--- src/design/pse_is_consts.svh ---
// Constants of the interrupt summary block: command codes, field positions, reset values.
// Assumes it is included by bare name into the design module; the package does not include it.
`ifndef PSE_IS_CONSTS_SVH
`define PSE_IS_CONSTS_SVH

`define PSE_IS_CMD_SUMMARY 8'h00
`define PSE_IS_CMD_MASK 8'h01
`define PSE_IS_CMD_PWR_EVT 8'h02
`define PSE_IS_CMD_PWR_EVT_CLR 8'h03
`define PSE_IS_CMD_DET_EVT_CLR 8'h05
`define PSE_IS_CMD_FLT_EVT_CLR 8'h07
`define PSE_IS_CMD_ILIM_EVT_CLR 8'h09
`define PSE_IS_CMD_SUP_EVT_CLR 8'h0B
`define PSE_IS_CMD_RESET 8'h1A
`define PSE_IS_CMD_GEN_MASK 8'h17

`define PSE_IS_BIT_SUPPLY 7
`define PSE_IS_BIT_START 6
`define PSE_IS_BIT_OVERCUR 5
`define PSE_IS_BIT_CLASS 4
`define PSE_IS_BIT_DETECT 3
`define PSE_IS_BIT_DISC 2
`define PSE_IS_BIT_PGOOD 1
`define PSE_IS_BIT_PENABLE 0
`define PSE_IS_BIT_CLR_ALL 7
`define PSE_IS_BIT_GLOBAL_IRQ_ENABLE 7

`define PSE_IS_SUMMARY_RST 8'h80
`define PSE_IS_MASK_RST 8'h80
`define PSE_IS_GLOBAL_IRQ_ENABLE_RST 1'h0

`endif

--- src/design/pse_is_pkg.sv ---
// Types shared by the interrupt summary block and its surroundings.
// Assumes the event logic and the command decoder share the block's clock.
package pse_is_pkg;

  // Supply-level event flags
  typedef struct packed {
    logic thermal_shutdown;
    logic digital_supply_undervolt;
    logic digital_supply_warning;
    logic power_supply_undervolt;
    logic sram_fault;
  } pse_is_supply_t;

  // Per-channel event flags, one bit per channel
  typedef struct packed {
    logic [3:0] chan_start_timeout;
    logic [3:0] chan_overload_timeout;
    logic [3:0] chan_current_limit_timeout;
    logic [3:0] chan_class_done;
    logic [3:0] chan_detect_done;
    logic [3:0] chan_disconnect;
    logic [3:0] chan_power_good_change;
    logic [3:0] chan_power_enable_change;
  } pse_is_chan_t;

  // One register command from the serial front end
  typedef struct packed {
    logic rd;
    logic wr;
    logic [7:0] cmd;
    logic [7:0] wdata;
  } pse_is_req_t;

endpackage

--- src/design/pse_is_summary.sv ---
// Interrupt summary: sticky summary byte, mask, global enable and active-low interrupt.
// Assumes event flags and commands arrive on clk from same-domain logic.
`timescale 1ns/1ps
`include "pse_is_consts.svh"

module pse_is_summary
  import pse_is_pkg::*;
(
  input wire logic clk, // 250 MHz device clock
  input wire logic rst, // Synchronous reset, active high
  input wire logic ce, // Clock enable, freezes state when low
  input wire pse_is_supply_t supply_evt, // Supply-level event flags
  input wire pse_is_chan_t chan_evt, // Per-channel event flags
  input wire pse_is_req_t req, // Register command
  output logic [7:0] rdata, // Read data, valid with rvalid
  output logic rvalid, // Read data valid, one cycle
  output logic int_n // Interrupt output, active low
);

  logic [7:0] sum_q;
  logic [7:0] sum_d;
  logic [7:0] mask_q;
  logic [7:0] mask_d;
  logic global_irq_enable_q;
  logic global_irq_enable_d;
  logic int_n_q;
  logic int_n_d;
  logic [7:0] rdata_q;
  logic [7:0] rdata_d;
  logic rvalid_q;
  logic rvalid_d;
  logic [7:0] set_vec;
  logic [7:0] clr_vec;
  logic clr_all;
  logic rd_go;
  logic wr_go;

  assign rd_go = req.rd;
  assign wr_go = req.wr;

  // Event sources of each summary bit
  assign set_vec[`PSE_IS_BIT_SUPPLY] = |supply_evt;
  assign set_vec[`PSE_IS_BIT_START] = |chan_evt.chan_start_timeout;
  assign set_vec[`PSE_IS_BIT_OVERCUR] = |{chan_evt.chan_overload_timeout,
                                          chan_evt.chan_current_limit_timeout};
  assign set_vec[`PSE_IS_BIT_CLASS] = |chan_evt.chan_class_done;
  assign set_vec[`PSE_IS_BIT_DETECT] = |chan_evt.chan_detect_done;
  assign set_vec[`PSE_IS_BIT_DISC] = |chan_evt.chan_disconnect;
  assign set_vec[`PSE_IS_BIT_PGOOD] = |chan_evt.chan_power_good_change;
  assign set_vec[`PSE_IS_BIT_PENABLE] = |chan_evt.chan_power_enable_change;

  // Clear-on-read decode; the read-only power event code clears nothing
  always_comb
  begin
    clr_vec = 8'h00;
    if (rd_go)
    begin
      case (req.cmd)
        `PSE_IS_CMD_PWR_EVT_CLR:
        begin
          clr_vec[`PSE_IS_BIT_PGOOD] = 1'b1;
          clr_vec[`PSE_IS_BIT_PENABLE] = 1'b1;
        end
        `PSE_IS_CMD_DET_EVT_CLR:
        begin
          clr_vec[`PSE_IS_BIT_CLASS] = 1'b1;
          clr_vec[`PSE_IS_BIT_DETECT] = 1'b1;
        end
        `PSE_IS_CMD_FLT_EVT_CLR:
        begin
          clr_vec[`PSE_IS_BIT_START] = 1'b1;
          clr_vec[`PSE_IS_BIT_DISC] = 1'b1;
        end
        `PSE_IS_CMD_ILIM_EVT_CLR:
        begin
          clr_vec[`PSE_IS_BIT_OVERCUR] = 1'b1;
        end
        `PSE_IS_CMD_SUP_EVT_CLR:
        begin
          clr_vec[`PSE_IS_BIT_SUPPLY] = 1'b1;
        end
        default:
        begin
          clr_vec = 8'h00;
        end
      endcase
    end
  end

  assign clr_all = wr_go && (req.cmd == `PSE_IS_CMD_RESET) &&
                   req.wdata[`PSE_IS_BIT_CLR_ALL];

  // Sticky summary bits; an event in the clearing cycle keeps its bit set
  genvar gi;
  generate
    for (gi = 0; gi < 8; gi++)
    begin : g_sum
      assign sum_d[gi] = set_vec[gi] | (sum_q[gi] & ~clr_vec[gi] & ~clr_all);
    end
  endgenerate

  // Control registers and read path
  always_comb
  begin
    mask_d = mask_q;
    global_irq_enable_d = global_irq_enable_q;
    rdata_d = rdata_q;
    rvalid_d = 1'b0;
    if (wr_go && (req.cmd == `PSE_IS_CMD_MASK))
    begin
      mask_d = req.wdata;
    end
    if (wr_go && (req.cmd == `PSE_IS_CMD_GEN_MASK))
    begin
      global_irq_enable_d = req.wdata[`PSE_IS_BIT_GLOBAL_IRQ_ENABLE];
    end
    if (rd_go)
    begin
      rvalid_d = 1'b1;
      case (req.cmd)
        `PSE_IS_CMD_SUMMARY: rdata_d = sum_q;
        `PSE_IS_CMD_MASK: rdata_d = mask_q;
        `PSE_IS_CMD_GEN_MASK: rdata_d = {global_irq_enable_q, 7'h00};
        default: rdata_d = 8'h00;
      endcase
    end
  end

  // Masked, enabled summary drives the interrupt low
  always_comb
  begin
    int_n_d = ~(global_irq_enable_q && |(sum_q & mask_q));
  end

  always_ff @(posedge clk)
  begin
    if (rst)
    begin
      sum_q <= `PSE_IS_SUMMARY_RST;
      mask_q <= `PSE_IS_MASK_RST;
      global_irq_enable_q <= `PSE_IS_GLOBAL_IRQ_ENABLE_RST;
      int_n_q <= 1'b1;
      rdata_q <= 8'h00;
      rvalid_q <= 1'b0;
    end
    else if (ce)
    begin
      sum_q <= sum_d;
      mask_q <= mask_d;
      global_irq_enable_q <= global_irq_enable_d;
      int_n_q <= int_n_d;
      rdata_q <= rdata_d;
      rvalid_q <= rvalid_d;
    end
  end

  assign rdata = rdata_q;
  assign rvalid = rvalid_q;
  assign int_n = int_n_q;
endmodule

--- config.mk ---
export PLATFORM = sky130hd
export DESIGN_NAME = pse_is_summary
export DESIGN_NICKNAME = d
export VERILOG_FILES = /design/src/design/pse_is_pkg.sv /design/src/design/pse_is_summary.sv
export VERILOG_INCLUDE_DIRS = /design/src /design/src/design
export SDC_FILE = /design/constraint.sdc
export NUM_CORES = 1
export LEC_CHECK = 0
export BUFFER_PORTS_ARGS = -buffer_cell sky130_fd_sc_hd__buf_2
export CAP_MARGIN = 20
export CORE_MARGIN = 2
export CORE_UTILIZATION = 43
export DETAILED_ROUTE_END_ITERATION = 10
export GPL_TIMING_DRIVEN = 1
export PLACE_DENSITY = 0.74
export SYNTH_ARGS = -nofsm -noshare
export SYNTH_HDL_FRONTEND = slang
export SYNTH_SLANG_ARGS = --single-unit
--- constraint.sdc ---
create_clock -name clk -period 1.5 [get_ports clk]
set_input_delay 0.075 -clock clk [delete_from_list [all_inputs] [get_ports clk]]
set_output_delay 0.075 -clock clk [all_outputs]
set_load 0.005 [all_outputs]
==> metrics.cfg, run 1 <==
[status]
status = completed

[hold_path]
min_path_type = primary input to register

[synthesis]
synth_top_cell_area_share_pct = 40.1
synth-seq-cells = 27
syn_area_um2 = 1350
synth_edf_count = 0
ys_seq_area_share_pct = 40.1
yosys_warnings = 0
synth_nets = 196
synth.most_common_cell = dfxtp_1
synth.distinct_cells = 37
synthTopCellsByArea = dfxtp_1 (40%), mux2i_1 (11%), nor2_1 (5.6%)
async_reset_ff_share_pct = 0
synth_top_flop_cell = dfxtp_1
synthCells = 138
synth_top_cell_by_area = dfxtp_1
synth_area_per_cell_um2 = 9.76
ys_top_cells_by_count = dfxtp_1 (27), nor2_1 (20), mux2i_1 (15)

[grt]
antenna_found_initial = 0
grt.total_usage_pct = 21.1
grt_pass1_wl_um = 5730
grt_pass1_vias = 1261
overflow = 0
grt_max_degree = 22

[clock_network]
cts-htree-levels = 1
cts.sinks = 27
clk_latency_ps = 310
clk_path_buf_depth = 2
root_buffer = clkbuf_4
numCtsBuffers = 3
cts_tree = built
clkTransAtPathRegs_ps = 130

[floorplan]
die_y_um = 60.0
placementRows = 20
die-area_um2 = 3600
core_um2 = 3030
die_width_um = 60.0
ios = 68
start_util_pct = 44.5

[drt]
final_antenna_net_count = 0
wire_per_inst_um = 14.4
drcViolationCount = 0
num_vias = 1425
viasPerCell = 5.52
first_pass_iters = 4
wl_um = 3720
initialDrtViolationCount = 60

[sta]
layout_min_cycle_time_ps = 1110
tightest_slew_ps = 422
report.final.hold_viol_count = 0
drv_slew = 0
max-slew-margin-rel_pct = 71.5
fin_skew_ps = 0.904
fmax_mhz = 904
timing.final.crit_share_pct = 73.7
rsz0062_at_grt = false
setup_tns_ps = 0
finalSetupViolations = 0

[worst_setup_path]
worst_ep_arrival_time_ps = 1360
path_class = primary input to register
cp-end-kind = register
worstPathRequired_ps = 1760
start_kind = primary input
critical_path.max_fanout = 5

[cells_and_area]
fill_cells = 257
areaGrowthSynthToFinish_pct = 35.2
nets = 273
multi_input_area_um2 = 746
finalNonFillerCells = 258
diodes = 0
register_area_um2 = 541
drive_gt1_share_pct = 39.3

[place]
gp_congestion = 0.936
dp_hpwl_um = 2860
dp.cells = 247
port_buffers = 67

[power_and_ir_drop]
power_density_nw_per_um2 = 699
ir_worst_vdd_mv = 0.355
p_leak_nw = 0.865

[run]
cap_violations = 0

[final timing paths]
| path | start | endpoint | slack (ps) | depth (start not counted) |
|---|---|---|---|---|
| setup / recovery | rst | sum_q[6]$_SDFFE_PP0P_ | 390 | 5 |
| hold / removal | req[4] | mask_q[4]$_SDFFE_PP0P_ | 6 | 3 |
| setup reg to reg | sum_q[5]$_SDFFE_PP0P_ | int_n$_SDFFE_PP1P_ | 400 | 4 |
| hold reg to reg | rvalid$_SDFFE_PP0P_ | rvalid$_SDFFE_PP0P_ | 470 | 2 |
[critical path, cell delays in order]
cell,delay [ps]
dlygate4sd3_1,530
buf_2,150
a41o_2,240
a31oi_1,230
o2bb2ai_1,140
[metrics by stage]
stage                     hold slack, ps  area, um2  util (%)  setup WS (ps)  total power [mW]
after floorplan                      219       1350         -            309             0.861
after global placement               304       1730      57.0            146             0.963
after detailed placement             315       1730      57.0           87.9             0.971
after CTS                           4.97       1810      59.8            390              1.28
after global routing                24.1       1820      60.2            307              1.34
final                               6.26       1820      60.2            394              1.27
[state kept, by name (all words and copies together) (netlist names)]
name,flops
global_irq_enable_q,1
sum_q,8
rvalid,1
rdata,8
int_n,1
mask_q,8
[final cells by class]
cell class,instances,share of cell area [%]
clock buffer,4,1.44
inverter,3,0.618
multi-input combinational,101,40.9
sequential,27,29.7
tap,44,3.02
timing repair buffer,79,24.3
[placed cells by master (no fill, tap or decap), drive strengths merged]
master	count
buf	72
dfxtp	27
nor2	20
mux2i	15
a21oi	9
a2bb2oi	7
dlygate4sd3	7
nand4	7
nor4	7
a22oi	4
o2bb2ai	4
nand3	4
clkbuf	4
inv	3
a31oi	3
nand2	2
o41ai	2
nor3	2
and4bb	2
nor4b	1
nand3b	1
and2	1
a311o	1
a211o	1
and3b	1
or2	1
mux2	1
a211oi	1
a41o	1
nand2b	1
and4b	1
nand4b	1
[kinds of logic (layout without fill, tap and decap cells)]
| group | after synthesis | after routing | synth area share [%] |
|---|---|---|---|
| buffers and inverters | 10 | 86 | 4.55 |
| AO/OA/AOI/OAI | 33 | 33 | 18.2 |
| flip-flops | 27 | 27 | 40.1 |
| multiplexers | 16 | 16 | 12.0 |
| AND/OR/NAND/NOR | 52 | 52 | 25.2 |
[where the power goes]
part	switching [mW]	internal, mW
Combinational	0.100	0.117
Clock	0.197	0.104
Sequential	0.0182	0.737
Total	0.315	0.958
[repair_timing]
| item | 4_1_cts | 5_1_grt |
|---|---|---|
| hold buffers | 6 | 1 |
| buffers inserted | 0 | 0 |
| gates resized for setup | 0 | 0 |
| endpoints found under the hold margin | 7 | 1 |
[per-layer routing]
metal	up-vias	track usage (%)	part of all wire, %
met4	0	6.98	1.5
li1	689	-	-
met1	650	26.3	43
met3	6	3.25	7.1
met2	80	37.0	48
met5	-	0	0
Note: power is estimated with default switching activity, not from simulation.
==> inputs of run 2 (changes only) <==
Settings changed: CORE_UTILIZATION 43 to 40, PLACE_DENSITY 0.74 to 0.72.
Clock period 1.5 ns to 1 ns, I/O delays scaled along.
==> metrics.cfg, run 2 (same netlist as run 1, synthesis figures left out) <==
[floorplan]
die-area_um2 = 3850
ios = 68
die_width_um = 62.0
start_util_pct = 41.0
die_y_um = 62.0
placementRows = 21
core_um2 = 3280

[power_and_ir_drop]
p_leak_nw = 1.10
p_total_mw = 2.11
ir_worst_vdd_mv = 0.718
power_density_nw_per_um2 = 915

[sta]
setup_tns_ps = 0
setup_ws_ps = 1.38
drv_slew = 0
finalSetupViolations = 0
tightest_slew_ps = 356
report.final.hold_viol_count = 0
fmax_mhz = 1000
layout_min_cycle_time_ps = 999
fin_skew_ps = 1.61
max-slew-margin-rel_pct = 76.0
hold_slack_ps = 17.7
timing.final.crit_share_pct = 99.9
rsz0062_at_grt = true

[worst_setup_path]
worstPathRequired_ps = 1250
crit_buf_inv = 0
cp_slowest_cell = dfxtp_2
cp-end-kind = register
cp_cell_sequence = a22oi_2 -> nand4_1 -> a31oi_1 -> or2_2
worst_ep_arrival_time_ps = 1250
max_stage_delay_ps = 370
reg2reg_slack_ps = 1
critPathTopFamily = simple AND/OR/NAND/NOR gates
critical_path.max_fanout = 2
start_kind = register
path_class = register to register

[cells_and_area]
diodes = 0
areaGrowthSynthToFinish_pct = 70.7
layout_commonest_cell = buf_2
finalNonFillerCells = 311
fill_cells = 245
nets = 324
final_cell_area_um2 = 2300
layout_common_cells = buf_2 (67), buf_4 (35), dlygate4sd3_1 (27)
drive_gt1_share_pct = 47.9
final_util_pct = 70.0

[hold_path]
min_path_type = primary input to register

[drt]
initialDrtViolationCount = 77
num_vias = 1555
drcViolationCount = 0
final_antenna_net_count = 0
first_pass_iters = 4
wl_um = 4270
wire_per_inst_um = 13.7
viasPerCell = 5.00

[grt]
grt.total_usage_pct = 22.6
overflow = 0
grt_pass1_vias = 1436
grt_max_degree = 18
grt_pass1_wl_um = 6340
antenna_found_initial = 0

[place]
placed_area_um2 = 1970
pre_cts_ws_ps = -259
gp_congestion = 0.866
dp_hpwl_um = 2970
dp.cells = 279
port_buffers = 67

[clock_network]
cts-htree-levels = 1
cts_tree = built
numCtsBuffers = 3
clk_path_buf_depth = 2
clk_latency_ps = 340
clkTransAtPathRegs_ps = 150
cts.sinks = 27
root_buffer = clkbuf_4

[status]
status = completed

[run]
cap_violations = 0

-- run 2: cell type report --
cell class / instances / area, um2 / area share, %
tap: 46 / 57.6 / 2.50
timing repair buffer: 130 / 888 / 38.6
inverter: 3 / 11.3 / 0.490
sequential: 27 / 551 / 23.9
multi-input combinational: 101 / 762 / 33.1
clock buffer: 3 / 22.5 / 0.979
clock inverter: 1 / 7.51 / 0.326
-- run 2: what timing repair did --
item / CTS / global route
setup buffers: 0 / 1
gates resized for setup: 9 / 2
hold buffers: 25 / 2
endpoints found under the setup margin: 1 / 3
endpoints found under the hold margin: 12 / 1
pin swaps: 2 / 1
-- run 2: worst paths after layout --
kind	cells past startpoint	endpoint	from
hold / removal	3	sum_q[4]$_SDFFE_PP0P_	chan_evt[18]
setup reg to reg	4	int_n$_SDFFE_PP1P_	sum_q[2]$_SDFFE_PP0P_
setup / recovery	4	int_n$_SDFFE_PP1P_	sum_q[2]$_SDFFE_PP0P_
hold reg to reg	2	rvalid$_SDFFE_PP0P_	rvalid$_SDFFE_PP0P_
-- run 2: worst min-delay path, cell delays in order --
cell and delay, ps:
buf_2 80, o41ai_1 60, a21oi_1 140
-- run 2: per-layer routing --
layer,part of all wire [%],vias to the layer above,GRT usage [%]
met5,0,-,0
met4,2.1,0,10.3
met3,5.6,9,3.31
met2,51,59,40.5
met1,41,698,26.2
li1,-,789,-
-- run 2: where the power goes --
group	switching [mW]	internal [mW]	leakage, nW
clock	0.348	0.154	0.0139
combinational	0.188	0.287	0.870
sequential	0.0185	1.11	0.221
total	0.555	1.55	1.10
